### config.mk
export PLATFORM = sky130hd
export DESIGN_NAME = rst_seq
export DESIGN_NICKNAME = d
export VERILOG_FILES = /design/src/hdl/rst_pkg.sv /design/src/hdl/rst_sync3.sv /design/src/hdl/rst_seq.sv
export VERILOG_INCLUDE_DIRS = /design/src /design/src/hdl
export SDC_FILE = /design/constraint.sdc
export NUM_CORES = 1
export LEC_CHECK = 0
export ABC_AREA = 0
export BUFFER_PORTS_ARGS = -buffer_cell sky130_fd_sc_hd__buf_4
export CORE_AREA = 2 2 144 146
export DETAILED_ROUTE_END_ITERATION = 8
export DIE_AREA = 0 0 146 148
export GPL_ROUTABILITY_DRIVEN = 0
export RECOVER_POWER = 100
export SETUP_SLACK_MARGIN = 0.05
export SLEW_MARGIN = 0
export SYNTH_ARGS = -nofsm -noshare
export SYNTH_HDL_FRONTEND = slang
export SYNTH_SLANG_ARGS = --single-unit
### constraint.sdc
create_clock -name sys_clk -period 3.53 [get_ports sys_clk]
set_input_delay 0.1765 -clock sys_clk [delete_from_list [all_inputs] [get_ports sys_clk]]
set_output_delay 0.1765 -clock sys_clk [all_outputs]
set_load 0.005 [all_outputs]
### src/hdl/rst_params.svh
`ifndef RST_PARAMS_SVH
`define RST_PARAMS_SVH
// register byte addresses (own map)
`define RST_REG_CTRL 8'h00
`define RST_REG_STAT 8'h04
`define RST_REG_VEC 8'h08
`define RST_REG_FETCH 8'h0C
`define RST_REG_PC 8'h10
`define RST_REG_CORE 8'h14
// control register fields
`define RST_CTRL_HF_BIT 7
`define RST_CTRL_LF_BIT 6
`define RST_CTRL_WDT_BIT 0
`define RST_CTRL_RESET 8'hC1
// stretch length exponent and machine cycle length in clocks
`define RST_STRETCH_EXP 20
`define RST_MCYC_CLKS 4
`define RST_EXT_MIN_MCYC 3
// memory map
`define RST_TRAP_LO 16'h0000
`define RST_TRAP_HI 16'h043F
`define RST_RAM_LO 16'h0040
`define RST_RAM_HI_DEF 16'h013F
`define RST_ROM_LO_DEF 16'hE000
`define RST_DIRECT_HI 16'h00FF
`define RST_BANK_HI 16'h00BF
`define RST_SFR_HI 16'h003F
`define RST_IVEC_LO 16'hFFE0
`define RST_CVEC_LO 16'hFFC0
`define RST_VEC_HI 16'hFFFF
`define RST_VEC_LO 16'hFFFE
`define RST_PREFETCH 16'h0002
`define RST_RESP_OKAY 2'b00
`define RST_RESP_DECERR 2'b11
`endif

### src/hdl/rst_pkg.sv
package rst_pkg;
  typedef enum logic [3:0] {
    RST_ST_HOLD = 4'b0001,
    RST_ST_VLO = 4'b0010,
    RST_ST_VHI = 4'b0100,
    RST_ST_RUN = 4'b1000
  } rst_state_t;
  typedef enum logic [2:0] {
    RST_RG_NONE = 3'd0,
    RST_RG_SFR = 3'd1,
    RST_RG_RAM = 3'd2,
    RST_RG_DBR = 3'd3,
    RST_RG_ROM = 3'd4
  } rst_region_t;
endpackage

### src/hdl/rst_sync3.sv
// three-stage pin synchroniser; change accepted once stages two and three agree
module rst_sync3 (
  input wire logic sys_clk,
  input wire logic rst_b,
  input wire logic clk_en,
  input wire logic pin,
  output logic level
);
  logic [2:0] sh;
  // stage shift, pin idles high
  always_ff @(posedge sys_clk or negedge rst_b) begin
    if (!rst_b) begin
      sh <= 3'b111;
      level <= 1'b1;
    end else if (clk_en) begin
      sh <= {sh[1:0], pin};
      if (sh[1] == sh[2]) begin
        level <= sh[2];
      end
    end
  end
endmodule

### src/hdl/rst_seq.sv
`include "rst_params.svh"
// How it works
// - four reset sources: pin, trap, watchdog, clocks
// - stretcher not cleared by power-up
// - pin high releases reset, fetch from vector
// - fetch below 0440 hex causes trap reset
// - fetch from data memory is trap
// - both oscillator enables clear forces reset
// - reset clears bank, irq enables, latches
// - reset clears divider, enables watchdog
// - pc loads vector plus two, high byte FFFF
// - visible pc is fetch address plus two
// - decode 64K space into four regions
// - program memory sits at top
// - top holds reset and interrupt vectors
// - call vector table below interrupt vectors
// - data memory starts 0040 hex
// - 0000 to 00FF is direct area
// - register banks alias 0040 to 00BF
// - reset sets jump status flag
// - watchdog overflow stretches reset on pin
module rst_seq
  import rst_pkg::*;
#(
  parameter int STRETCH_CYCLES = 1 << `RST_STRETCH_EXP,
  parameter logic [15:0] RAM_HI = `RST_RAM_HI_DEF,
  parameter logic [15:0] ROM_LO = `RST_ROM_LO_DEF
) (
  input wire logic sys_clk,
  input wire logic rst_b,
  input wire logic clk_en,
  input wire logic reset_pin_in,
  output logic reset_pin_out,
  output logic reset_pin_oe,
  input wire logic watchdog_overflow,
  input wire logic fetch_valid,
  input wire logic [15:0] fetch_addr,
  output logic core_reset,
  output logic vec_rd,
  output logic [15:0] vec_addr,
  input wire logic [7:0] vec_data,
  output logic [15:0] pc,
  output logic pc_load,
  output logic [2:0] fetch_region,
  output logic direct_area,
  output logic bank_alias,
  output logic ivec_area,
  output logic cvec_area,
  output logic [3:0] bank_selector,
  output logic jump_status_flag,
  output logic master_irq_enable,
  output logic individual_irq_enables,
  output logic pending_irq_latches,
  output logic divider_clear,
  output logic watchdog_enable,
  input wire logic [31:0] s_axi_awaddr,
  input wire logic s_axi_awvalid,
  output logic s_axi_awready,
  input wire logic [31:0] s_axi_wdata,
  input wire logic [3:0] s_axi_wstrb,
  input wire logic s_axi_wvalid,
  output logic s_axi_wready,
  output logic [1:0] s_axi_bresp,
  output logic s_axi_bvalid,
  input wire logic s_axi_bready,
  input wire logic [31:0] s_axi_araddr,
  input wire logic s_axi_arvalid,
  output logic s_axi_arready,
  output logic [31:0] s_axi_rdata,
  output logic [1:0] s_axi_rresp,
  output logic s_axi_rvalid,
  input wire logic s_axi_rready
);
  localparam int EXT_CLKS = `RST_EXT_MIN_MCYC * `RST_MCYC_CLKS;

  typedef struct packed {
    rst_state_t st;
    logic [20:0] stretch;
    logic [4:0] ext_cnt;
    logic ext_hold;
    logic [7:0] ctrl;
    logic [3:0] cause;
    logic [7:0] vec_lo;
    logic [15:0] pc;
    logic pc_load;
    logic [15:0] fetch;
    logic aw_got;
    logic [7:0] aw_a;
    logic w_got;
    logic [31:0] w_d;
    logic [3:0] w_s;
    logic bvalid;
    logic [1:0] bresp;
    logic rvalid;
    logic [31:0] rdata;
    logic [1:0] rresp;
  } rst_state_s_t;

  rst_state_s_t q;
  rst_state_s_t n;
  logic pin_level;

  // pin input synchroniser
  rst_sync3 u_pin (
    .sys_clk(sys_clk),
    .rst_b(rst_b),
    .clk_en(clk_en),
    .pin(reset_pin_in),
    .level(pin_level)
  );

  // classify an address into a memory region
  function automatic logic [2:0] region_of(input logic [15:0] a);
    if (a <= `RST_SFR_HI) begin
      region_of = RST_RG_SFR;
    end else if (a >= `RST_RAM_LO && a <= RAM_HI) begin
      region_of = RST_RG_RAM;
    end else if (a >= ROM_LO) begin
      region_of = RST_RG_ROM;
    end else if (a > RAM_HI && a <= `RST_TRAP_HI) begin
      region_of = RST_RG_DBR;
    end else begin
      region_of = RST_RG_NONE;
    end
  endfunction

  // true when a fetch address must trap
  function automatic logic is_trap(input logic [15:0] a);
    logic r;
    r = (a >= `RST_TRAP_LO && a <= `RST_TRAP_HI);
    r = r | (a >= `RST_RAM_LO && a <= RAM_HI);
    is_trap = r;
  endfunction

  logic trap_hit;
  logic clk_dead;
  logic internal_req;
  logic [7:0] rd_idx;
  logic [31:0] wmask;

  // internal reset sources, read index and write mask
  always_comb begin
    trap_hit = fetch_valid && (q.st == RST_ST_RUN) && is_trap(fetch_addr);
    clk_dead = !q.ctrl[`RST_CTRL_HF_BIT] && !q.ctrl[`RST_CTRL_LF_BIT];
    internal_req = trap_hit || clk_dead ||
                   (watchdog_overflow && q.ctrl[`RST_CTRL_WDT_BIT]);
    rd_idx = s_axi_araddr[7:0];
    wmask = {{8{q.w_s[3]}}, {8{q.w_s[2]}}, {8{q.w_s[1]}}, {8{q.w_s[0]}}};
  end

  // next-state logic
  always_comb begin
    n = q;
    n.pc_load = 1'b0;
    // external pin qualification: low for three machine cycles
    if (pin_level) begin
      n.ext_cnt = '0;
    end else if (q.ext_cnt != 5'(EXT_CLKS)) begin
      n.ext_cnt = q.ext_cnt + 5'd1;
    end
    n.ext_hold = (q.ext_cnt == 5'(EXT_CLKS)) && !pin_level;
    // stretcher counts down while nonzero
    if (internal_req) begin
      n.stretch = 21'(STRETCH_CYCLES);
      n.cause = {watchdog_overflow && q.ctrl[`RST_CTRL_WDT_BIT], clk_dead, trap_hit,
                 1'b0} | q.cause;
    end else if (q.stretch != '0) begin
      n.stretch = q.stretch - 21'd1;
    end
    if (!pin_level && q.ext_cnt == 5'(EXT_CLKS)) begin
      n.cause[0] = 1'b1;
    end
    // escape from deadlocked clocks: reset restores the high-frequency enable only
    if (clk_dead) begin
      n.ctrl[`RST_CTRL_HF_BIT] = 1'b1;
    end
    case (q.st)
      RST_ST_HOLD: begin
        if (q.stretch == '0 && !internal_req && pin_level && !q.ext_hold) begin
          n.st = RST_ST_VLO;
        end
      end
      RST_ST_VLO: begin
        n.vec_lo = vec_data;
        n.st = RST_ST_VHI;
      end
      RST_ST_VHI: begin
        n.pc = {vec_data, q.vec_lo} + `RST_PREFETCH;
        n.pc_load = 1'b1;
        n.st = RST_ST_RUN;
      end
      RST_ST_RUN: begin
        if (fetch_valid) begin
          n.fetch = fetch_addr;
          n.pc = fetch_addr + `RST_PREFETCH;
        end
      end
      default: n.st = RST_ST_HOLD;
    endcase
    if (internal_req || n.ext_hold) begin
      n.st = RST_ST_HOLD;
    end
    // axi write
    if (s_axi_awvalid && s_axi_awready) begin
      n.aw_got = 1'b1;
      n.aw_a = s_axi_awaddr[7:0];
    end
    if (s_axi_wvalid && s_axi_wready) begin
      n.w_got = 1'b1;
      n.w_d = s_axi_wdata;
      n.w_s = s_axi_wstrb;
    end
    if (q.aw_got && q.w_got && !q.bvalid) begin
      n.aw_got = 1'b0;
      n.w_got = 1'b0;
      n.bvalid = 1'b1;
      n.bresp = `RST_RESP_OKAY;
      if (q.aw_a == `RST_REG_CTRL) begin
        n.ctrl = (q.ctrl & ~wmask[7:0]) | (q.w_d[7:0] & wmask[7:0]);
      end else if (q.aw_a == `RST_REG_STAT) begin
        n.cause = n.cause & ~(q.w_d[3:0] & wmask[3:0]);
        // an event in the clearing cycle still lands: set wins over clear
        n.cause = n.cause | {watchdog_overflow && q.ctrl[`RST_CTRL_WDT_BIT], clk_dead, trap_hit,
                             !pin_level && q.ext_cnt == 5'(EXT_CLKS)};
      end else if (q.aw_a != `RST_REG_VEC && q.aw_a != `RST_REG_FETCH &&
                   q.aw_a != `RST_REG_PC && q.aw_a != `RST_REG_CORE) begin
        n.bresp = `RST_RESP_DECERR;
      end
    end
    if (q.bvalid && s_axi_bready) begin
      n.bvalid = 1'b0;
    end
    // axi read
    if (s_axi_arvalid && s_axi_arready) begin
      n.rvalid = 1'b1;
      n.rresp = `RST_RESP_OKAY;
      if (rd_idx == `RST_REG_CTRL) begin
        n.rdata = {24'h0000_00, q.ctrl};
      end else if (rd_idx == `RST_REG_STAT) begin
        n.rdata = {28'h000_0000, q.cause};
      end else if (rd_idx == `RST_REG_VEC) begin
        n.rdata = {27'h000_0000, q.stretch != '0, q.st};
      end else if (rd_idx == `RST_REG_FETCH) begin
        n.rdata = {13'h0000, region_of(q.fetch), q.fetch};
      end else if (rd_idx == `RST_REG_PC) begin
        n.rdata = {16'h0000, q.pc};
      end else if (rd_idx == `RST_REG_CORE) begin
        n.rdata = {31'h0000_0000, q.st != RST_ST_RUN};
      end else begin
        n.rdata = '0;
        n.rresp = `RST_RESP_DECERR;
      end
    end
    if (q.rvalid && s_axi_rready) begin
      n.rvalid = 1'b0;
    end
  end

  // state register; stretcher starts loaded so power-up may stretch
  always_ff @(posedge sys_clk or negedge rst_b) begin
    if (!rst_b) begin
      q <= '0;
      q.st <= RST_ST_HOLD;
      q.stretch <= 21'(STRETCH_CYCLES);
      q.ctrl <= `RST_CTRL_RESET;
    end else if (clk_en) begin
      q <= n;
    end
  end

  // outputs
  always_comb begin
    s_axi_awready = !q.aw_got;
    s_axi_wready = !q.w_got;
    s_axi_bvalid = q.bvalid;
    s_axi_bresp = q.bresp;
    s_axi_arready = !q.rvalid;
    s_axi_rvalid = q.rvalid;
    s_axi_rdata = q.rdata;
    s_axi_rresp = q.rresp;
    reset_pin_oe = q.stretch != '0;
    reset_pin_out = 1'b0;
    core_reset = q.st != RST_ST_RUN;
    vec_rd = (q.st == RST_ST_VLO) || (q.st == RST_ST_VHI);
    vec_addr = (q.st == RST_ST_VHI) ? `RST_VEC_HI : `RST_VEC_LO;
    pc = q.pc;
    pc_load = q.pc_load;
    fetch_region = region_of(q.fetch);
    direct_area = q.fetch <= `RST_DIRECT_HI;
    bank_alias = q.fetch >= `RST_RAM_LO && q.fetch <= `RST_BANK_HI;
    ivec_area = q.fetch >= `RST_IVEC_LO;
    cvec_area = q.fetch >= `RST_CVEC_LO && q.fetch < `RST_IVEC_LO;
    // initial values held while in reset
    bank_selector = 4'h0;
    master_irq_enable = 1'b0;
    individual_irq_enables = 1'b0;
    pending_irq_latches = 1'b0;
    jump_status_flag = core_reset;
    divider_clear = core_reset;
    watchdog_enable = 1'b1;
  end
endmodule

==> results.ini, run 1 <==
[cts]
clock_sinks=130
clkTransAtPathRegs_ns=0.06
post_cts_buffers=0
clock_path_buffers=2
h-tree-depth=4
numCtsBuffers=17
insertion_delay_ns=0.42
cts-root-buf=clkbuf_16
cts_tree=done

[outcome]
outcome=complete, but fails checks
violations=capacitance limit

[timing]
setup_viol=0
max_slew_margin_pct=0.478
skew_ns=0.00707
hold_slack_ns=0.0104
fin_tns_setup_ns=0
worstMarginPinSlew_ns=1.49
fmax_ghz=0.348
finalCriticalPeriod_ns=2.87
fin_crit_sh_pct=81.3
rsz0062_at_grt=false
drv_slew=0
hold_violations=0

[floorplanning]
die_h_um=148
die-area_mm2=0.0216
io_pins=230
coreArea_mm2=0.0200
row_count=52
initial_utilization_pct=36.5
die_x_um=146

[setup_path]
critical-path-max-stage-delay_ns=0.73
reg2reg_to=q[94]
cp_data_arrival_time_ns=3.17
cp_top_family=simple AND/OR/NAND/NOR gates
reg2reg_from=q[165]
crit_chain=nor4b_1 -> clkbuf_1 -> nand3_1 -> mux2_2
cp.depth=4
rr_worst_depth=4
slowest_stage=nand3_1
crit_type=flop to flop
cp_max_fo=17
crit_path_start_kind=flop
r2r_slack_ns=0.66
end_kind=flop
crit_path_end=q[94]
timing.critical_path.from=q[165]
worst_ep_required_time_ns=3.83
crit_buf_inv=1

[synth]
synth-seq-area-share_pct=44.6
synth-main-ff-cell=dfrtp_1
yosysTopAreaCell=dfrtp_1
synth_area_leaders=dfrtp_1 (41%), buf_4 (8.3%), mux2_2 (8.3%)
synth-simple-area-share_pct=17.6
synthDistinctLibCells=63
synth_warnings=0
muxShareOfSynthArea_pct=10.6
synth_top_family_by_area=simple AND/OR/NAND/NOR gates
ys_async_sr_fraction_pct=100
syn-instance-count=752
synth_edf_count=0
synth-xor-area-share_pct=1.79
syn_avg_cell_area_um2=9.74
synth-seq-cells=130
yosysTopAreaCellShare_pct=41.3
syn_area_mm2=0.00732
synth_fa_ha_area_share_pct=0.683
synth-compound-area-share_pct=13.3

[placed_design]
dpl.hpwl_um=13400
port_buffers=117

[layout]
area_growth_pct=19.6
fillers=1948
drive_above_1_share_pct=24.9
final_cell_mix=dfrtp_1 (121), nand2_1 (93), buf_4 (68)
nets=981
mostFrequentLayoutCell=dfrtp_1
antenna_cells=0

[detailed_routing]
vias_per_cell=5.06
ant_nets=0
num_vias=5694
drtIter0Drc=373
drc_errors=0
routedWlPerCell_um=16.3
first_pass_iters=5
drt_wl_total_um=18300

[power_and_ir_drop]
p_leak_nw=3.98
ir_worst_vdd_v=0.000283
powerDensity_mw_per_mm2=550

[worst_hold_path]
hold_class=input pin to flop

[grt]
grt_pass1_vias=5331
grt_first_pass_wirelength_um=29300
grt_max_degree=59
overflow=0
gr-usage-all-layers_pct=17.2
antenna_found_initial=0

[flow_run]
drv_cap=1

metrics by stage:
step | cell area (µm²) | setup WS (ns) | cells | power (mW) | util (%)
5_1_grt | 8760 | 0.432 | 1125 | 5.10 | 43.7
3_3_place_gp | 8030 | 1.01 | 1073 | 2.99 | 40.1
2_1_floorplan | 7450 | 0.667 | 787 | 2.71 | -
4_1_cts | 8840 | 0.837 | 1125 | 4.87 | 44.1
3_5_place_dp | 8030 | 0.940 | 1073 | 3.03 | 40.1
6_report | 8760 | 0.660 | 1125 | 4.82 | 43.7
power breakdown:
part | leakage (nW) | total, mW | internal, mW | switching (mW)
logic | 2.00 | 0.934 | 0.457 | 0.477
clock network | 0.289 | 1.80 | 1.15 | 0.654
registers | 1.70 | 2.08 | 1.81 | 0.272
total | 3.98 | 4.82 | 3.41 | 1.40
state kept, by name (all words and copies together), names as in the netlist, named ones only:
register and count:
s_axi_rdata 19, pc_load 1, s_axi_bvalid 1, s_axi_bresp 1, s_axi_rresp 1, s_axi_rvalid 1
u_pin.sh 3, u_pin.level 1, pc 16, q 78
cell usage after synthesis, types with 3 or more instances:
| cell | count |
|---|---|
| dfrtp_1 | 121 |
| nand2_1 | 93 |
| buf_4 | 81 |
| mux2_2 | 54 |
| o21ai_0 | 53 |
| nand3_1 | 34 |
| a21oi_1 | 28 |
| clkbuf_1 | 25 |
| nor2_1 | 23 |
| inv_1 | 18 |
| mux2i_1 | 16 |
| nor3_1 | 16 |
| nor4_1 | 13 |
| a22oi_1 | 11 |
| or3_1 | 11 |
| dfstp_2 | 9 |
| nand4_1 | 8 |
| nor2b_1 | 8 |
| o21ai_1 | 8 |
| or4_1 | 8 |
| xor2_1 | 8 |
| a21o_1 | 7 |
| xnor2_1 | 7 |
| o221ai_1 | 6 |
| nand2b_1 | 5 |
| o31ai_1 | 5 |
| a22o_1 | 4 |
| a32o_1 | 4 |
| and2_1 | 4 |
| buf_2 | 4 |
| ha_1 | 4 |
| nand4b_1 | 4 |
| a31oi_1 | 3 |
| and4b_1 | 3 |
| nor4b_1 | 3 |
| o2111ai_1 | 3 |
| o2bb2ai_1 | 3 |
| o311ai_0 | 3 |
worst min path at each step:
| stage | startpoint | to | slack, ns | depth (start not counted) |
|---|---|---|---|---|
| 2_1_floorplan | rst_b | asynchronous set/reset pin | -0.12 | 0 |
| 3_3_place_gp | rst_b | q[120] | 0.29 | 1 |
| 3_5_place_dp | rst_b | q[120] | 0.30 | 1 |
| 4_1_cts | fetch_addr[0] | q[84] | 0.0002 | 2 |
| 5_1_grt | vec_data[7] | q[124] | 0.006 | 2 |
| 6_report | s_axi_bready | s_axi_bvalid | 0.01 | 4 |
logic make-up (layout without fill, tap and decap cells):
family,count (synthesis),count (layout)
compound gates,151,151
fa+ha+maj,4,4
buf+inv,133,201
xor+xnor,15,15
flops,130,130
simple gates,246,246
other cells,2,37
mux,71,71
layout make-up:
| class | count | area, µm² | area share, % |
|---|---|---|---|
| Sequential cell | 130 | 3260 | 37.3 |
| Clock inverter | 12 | 156 | 1.79 |
| Clock buffer | 20 | 457 | 5.22 |
| Inverter | 19 | 71.3 | 0.815 |
| Multi-Input combinational cell | 524 | 3350 | 38.2 |
| Tap cell | 270 | 338 | 3.86 |
| Timing Repair Buffer | 150 | 1120 | 12.8 |
metal layers:
metal,global-route usage [%],share of wire (%),vias up
met2,26.3,46,154
met5,0,0,-
met3,3.43,4.4,19
met4,5.24,1.5,0
li1,-,-,2777
met1,24.6,48,2744
worst min-delay path: cells and delay by family:
family	cells	cell delay, ns
buffers and inverters	1	0.08
and+or+nand+nor	3	0.14
what timing repair did:
action | in CTS | in global routing
hold buffers | 20 | 0
endpoints found under the hold margin | 74 | 0
gates resized for setup | 0 | 0
Note: power is estimated with default switching activity, not from simulation.
==> inputs of run 2 (changes only) <==
==> constraint.sdc (replaced) <==
create_clock -name sys_clk -period 2.45 [get_ports sys_clk]
set_input_delay 0.1225 -clock sys_clk [delete_from_list [all_inputs] [get_ports sys_clk]]
set_output_delay 0.1225 -clock sys_clk [all_outputs]
set_load 0.005 [all_outputs]
==> run 2 against run 1 <==
The flow now finishes without violations. Clock skew barely moved. Via count grew 3.8%. Non-clock buffer count rose by 44. Clock power increased by 27%. Critical endpoint is now q[149]. Global-route usage up 0.70 points.
==> results.ini, run 2 (same netlist as run 1, synthesis figures left out) <==
[outcome]
outcome=finished, final reports clean

[timing]
skew_ns=0.00684  ; -0.000231 ns
max_slew_margin_pct=20.1  ; +20 points
hold_slack_ns=0.0175  ; +0.00713 ns
fin_tns_setup_ns=0  ; unchanged
setup_viol=0  ; unchanged
worstMarginPinSlew_ns=1.20  ; -0.295 ns
drv_slew=0  ; unchanged
fmax_ghz=0.422
rsz0062_at_grt=true
hold_violations=0  ; unchanged
finalCriticalPeriod_ns=2.37
fin_crit_sh_pct=96.7

[floorplanning]
coreArea_mm2=0.0200  ; unchanged
initial_utilization_pct=36.5  ; unchanged
die-area_mm2=0.0216  ; unchanged
io_pins=230  ; unchanged
die_h_um=148  ; unchanged
row_count=52  ; unchanged
die_x_um=146  ; unchanged

[power_and_ir_drop]
seq_power_share_pct=44.3  ; +1.1 points
powerDensity_mw_per_mm2=740  ; +35%
switching_share_pct=30.5  ; +1.4 points
comb_power_share_pct=21.9  ; +2.5 points
p_switching_mw=2.06  ; +47%
p_int_mw=4.70  ; +38%
p_total_mw=6.77  ; +40%
p_leak_nw=4.16  ; +4.5%
pwr-share-clk_pct=33.8  ; -3.6 points
ir_worst_vdd_v=0.000425  ; +50%

[grt]
overflow=0  ; unchanged
grt_pass1_vias=5497  ; +3.1%
gr-usage-all-layers_pct=17.9  ; +0.70 points
grt_first_pass_wirelength_um=30500  ; +4.2%
antenna_found_initial=0  ; unchanged
grt_max_degree=39  ; -34%

[detailed_routing]
first_pass_iters=5  ; unchanged
ant_nets=0  ; unchanged
drt_wl_total_um=18800  ; +2.7%
num_vias=5908  ; +3.8%
drtIter0Drc=408  ; +9.4%
drc_errors=0  ; unchanged
vias_per_cell=5.05  ; -0.15%
routedWlPerCell_um=16.1  ; -1.2%

[layout]
largest_reg_flops=78  ; unchanged
antenna_cells=0  ; unchanged
final_cell_mix=dfrtp_1 (121), nand2_1 (93), buf_4 (82)
mostFrequentLayoutCell=dfrtp_1
nets=1025  ; +4.5%
fillers=1923  ; -1.3%
top_register=q
area_growth_pct=24.8
fin_util_pct=45.6  ; +1.9 points
final_area_mm2=0.00914  ; +4.4%
drive_above_1_share_pct=26.3  ; +1.3 points

[cts]
clkTransAtPathRegs_ns=0.06  ; about the same
clock_sinks=130  ; unchanged
cts-root-buf=clkbuf_16
insertion_delay_ns=0.42  ; about the same
h-tree-depth=4  ; unchanged
cts_tree=done
clock_path_buffers=2  ; unchanged
numCtsBuffers=17  ; unchanged

[worst_hold_path]
hold_class=input pin to flop

[setup_path]
cp_data_arrival_time_ns=2.68  ; -0.49 ns
worst_ep_required_time_ns=2.76  ; -1.07 ns
cp_max_fo=9  ; -8
end_kind=flop
crit_type=input pin to flop
crit_path_start_kind=input pin

[placed_design]
dpl.hpwl_um=14000  ; +4.2%
dpl-instance-area_mm2=0.00821  ; +2.3%
port_buffers=117  ; unchanged

[flow_run]
drv_cap=0  ; -1

-- run 2: changes by cell type in the layout (fill, tap and decap cells not counted), sizes merged --
cell / previous run / this run
buf: 69 / 86
bufinv: 3 / 0
clkbuf: 81 / 83
clkinv: 4 / 7
dlygate4sd3: 20 / 45
-- run 2: cell type report --
type	count	area (µm²)	share of cell area (%)
Sequential cell	130	3260	35.7
Multi-Input combinational cell	524	3390	37.1
Clock inverter	12	85.1	0.931
Clock buffer	20	457	5.00
Inverter	19	71.3	0.780
Timing Repair Buffer	194	1540	16.8
Tap cell	270	338	3.70
-- run 2: power groups by stage --
stage / Clock [mW] / Sequential (mW) / Combinational (mW)
after detailed placement: 0 / 3.02 / 1.42
after global placement: 0 / 3.00 / 1.39
after floorplan: 0 / 2.90 / 1.01
after CTS: 2.33 / 2.99 / 1.50
final: 2.29 / 3.00 / 1.48
after global routing: 2.45 / 3.07 / 1.67
-- run 2: worst paths after layout --
check / from / to / slack (ns) / cells after the start
max in group asynchronous: rst_b / q[153] / 0.48 / 3
max: fetch_addr[11] / q[149] / 0.08 / 9
min reg2reg: s_axi_rdata[0] / s_axi_rdata[0] / 0.48 / 2
max reg2reg: q[145] / q[156] / 0.17 / 5
min in group asynchronous: rst_b / q[121] / 0.36 / 2
min: fetch_addr[6] / q[90] / 0.02 / 2
-- run 2: per-layer routing --
layer / track usage [%] / vias up / routed length (µm)
met2: 27.5 / 158 / 8800
met1: 25.5 / 2862 / 8850
li1: - / 2870 / -
met4: 5.39 / 0 / 281
met5: 0 / - / 0
met3: 3.73 / 18 / 856
-- run 2: per-stage QoR --
step                      setup slack (ns)  std cells
final                               0.0800       1169
after detailed placement             0.185       1091
after floorplan                     0.0647        787
after global placement               0.206       1091
after CTS                           0.0654       1168
after global routing                0.0125       1169
-- run 2: worst max-delay path: stages --
cell	delay [ns]
dlygate4sd3_1	0.54
buf_4	0.16
or4_1	0.60
nor4b_4	0.29
buf_4	0.17
a21o_1	0.29
clkbuf_4	0.21
o21ai_0	0.08
a21o_1	0.20
-- run 2: timing repair --
item,CTS,global route
pin swaps,0,1
endpoints found under the hold margin,79,0
endpoints found under the setup margin,2,12
gates resized for setup,2,4
hold buffers,45,0
setup buffers,0,1
==> inputs of run 3 (changes only) <==
--- a/config.mk
+++ b/config.mk
@@ -12,7 +12,7 @@
 export DETAILED_ROUTE_END_ITERATION = 8
 export DIE_AREA = 0 0 146 148
 export GPL_ROUTABILITY_DRIVEN = 0
-export RECOVER_POWER = 100
+export RECOVER_POWER = 50
 export SETUP_SLACK_MARGIN = 0.05
 export SLEW_MARGIN = 0
 export SYNTH_ARGS = -nofsm -noshare
==> run 3 against run 2 <==
Worst setup slack better by 0.070 ns. First-iteration DRC count up 24%. Register-to-register slack about the same. Non-clock buffer count unchanged. Power up 0.11%. Cell area up 0.45%. Via count unchanged. Clock power about the same. Highest routed layer unchanged.
==> results.ini, run 3 (same netlist as run 1, synthesis figures left out) <==
[outcome]
outcome=finished, final reports clean

[detailed_routing]
drt_wl_total_um=18900  ; +0.50%
vias_per_cell=5.05  ; unchanged
routedWlPerCell_um=16.1  ; +0.50%
ant_nets=0  ; unchanged
num_vias=5908  ; unchanged
drtIter0Drc=505  ; +24%
first_pass_iters=5  ; unchanged
drc_errors=0  ; unchanged

[timing]
hold_violations=0  ; unchanged
worstMarginPinSlew_ns=1.20  ; -0.000874 ns
setup_viol=0  ; unchanged
max_slew_margin_pct=20.2  ; +0.058 points
fmax_ghz=0.435  ; +3.0%
finalCriticalPeriod_ns=2.30  ; -0.0697 ns
skew_ns=0.00694  ; +0.0000947 ns
worst_slack_ns=0.150  ; +0.0697 ns
fin_crit_sh_pct=93.9  ; -2.8 points
rsz0062_at_grt=true
fin_tns_setup_ns=0  ; unchanged
drv_slew=0  ; unchanged

[layout]
area_growth_pct=25.4
final_cells=1169  ; unchanged
largest_reg_flops=78  ; unchanged
antenna_cells=0  ; unchanged
nets=1025  ; unchanged
final_cell_mix=dfrtp_1 (121), buf_4 (117), nand2_1 (93)
top_register=q
final_area_mm2=0.00918  ; +0.45%
drive_above_1_share_pct=27.4  ; +1.1 points
mostFrequentLayoutCell=dfrtp_1

[floorplanning]
io_pins=230  ; unchanged
die-area_mm2=0.0216  ; unchanged
initial_utilization_pct=36.5  ; unchanged
die_h_um=148  ; unchanged
coreArea_mm2=0.0200  ; unchanged
die_x_um=146  ; unchanged
row_count=52  ; unchanged

[placed_design]
dpl.hpwl_um=14000  ; unchanged
port_buffers=117  ; unchanged
dp_slack_ns=0.185  ; unchanged
placed_cells=1091  ; unchanged
dpl-instance-area_mm2=0.00821  ; unchanged

[setup_path]
reg2reg_from=q[145]
timing.critical_path.from=fetch_addr[11]
end_kind=flop
crit_path_end=q[143]
worst_ep_required_time_ns=2.75  ; about the same
r2r_slack_ns=0.16  ; about the same
cp_max_fo=9  ; unchanged
reg2reg_to=q[156]
rr_worst_depth=5  ; unchanged
crit_path_start_kind=input pin
cp_data_arrival_time_ns=2.60  ; -0.08 ns
crit_type=input pin to flop

[cts]
h-tree-depth=4  ; unchanged
cts-root-buf=clkbuf_16
clock_path_buffers=2  ; unchanged
cts_tree=done
numCtsBuffers=17  ; unchanged
clock_sinks=130  ; unchanged
insertion_delay_ns=0.42  ; about the same
clkTransAtPathRegs_ns=0.05  ; about the same

[power_and_ir_drop]
ir_worst_vdd_v=0.000424  ; -0.23%
p_leak_nw=4.21  ; +1.1%
powerDensity_mw_per_mm2=738  ; -0.34%
p_total_mw=6.78  ; +0.11%

[grt]
grt_pass1_vias=5497  ; unchanged
gr-usage-all-layers_pct=17.9  ; unchanged
antenna_found_initial=0  ; unchanged
overflow=0  ; unchanged
grt_max_degree=39  ; unchanged
grt_first_pass_wirelength_um=30500  ; unchanged

[flow_run]
drv_cap=0  ; unchanged

[worst_hold_path]
min_path_cells=2  ; unchanged
hold_class=input pin to flop

-- run 3: changes by cell type in the layout (fill, tap and decap cells not counted), sizes merged --
cell	change
clkbuf	-35
buf	+35
-- run 3: final cells by class --
class / count / area, µm²
Fill cell: 1911 / 10900
Multi-Input combinational cell: 524 / 3400
Sequential cell: 130 / 3260
Timing Repair Buffer: 194 / 1570
Clock buffer: 20 / 457
Tap cell: 270 / 338
Clock inverter: 12 / 85.1
Inverter: 19 / 71.3
-- run 3: metal layers --
layer  GRT usage (%)  wire [µm]
met1            25.5       8920
met2            27.5       8840
met3            3.73        864
met4            5.39        247
met5               0          0
-- run 3: power breakdown --
part	switching, mW	internal [mW]
logic	0.724	0.764
clock network	0.945	1.34
registers	0.396	2.60
total	2.07	4.71
-- run 3: through the flow --
| stage | hold WS (ns) | utilization, % |
|---|---|---|
| 2_1_floorplan | -0.173 | - |
| 3_3_place_gp | 0.115 | 41.0 |
| 3_5_place_dp | 0.119 | 41.0 |
| 4_1_cts | 0.00334 | 46.0 |
| 5_1_grt | 0.0185 | 45.8 |
| 6_report | 0.0179 | 45.8 |
-- run 3: worst max-delay path: stages --
cell and delay (ns):
dlygate4sd3_1 0.54, buf_4 0.16, or4_4 0.56, nor4b_4 0.27
buf_4 0.17, a21o_1 0.30, o21ai_1 0.14, mux2_1 0.33
-- run 3: worst min-delay path by stage --
stage                              from                         end  slack [ns]
after floorplan                   rst_b  asynchronous set/reset pin       -0.17
after detailed placement          rst_b                      q[121]        0.12
after global placement            rst_b                      q[121]        0.11
after global routing      fetch_addr[6]                       q[90]        0.02
final                     fetch_addr[6]                       q[90]        0.02
after CTS                 fetch_addr[6]                       q[90]       0.003
-- run 3: what timing repair did --
| item | 4_1_cts | 5_1_grt |
|---|---|---|
| resized for setup | 2 | 4 |
| hold buffers | 45 | 0 |
| hold endpoints to repair | 79 | 0 |
| buffers inserted | 0 | 1 |
| setup endpoints to repair | 2 | 12 |
| pin swaps | 0 | 1 |
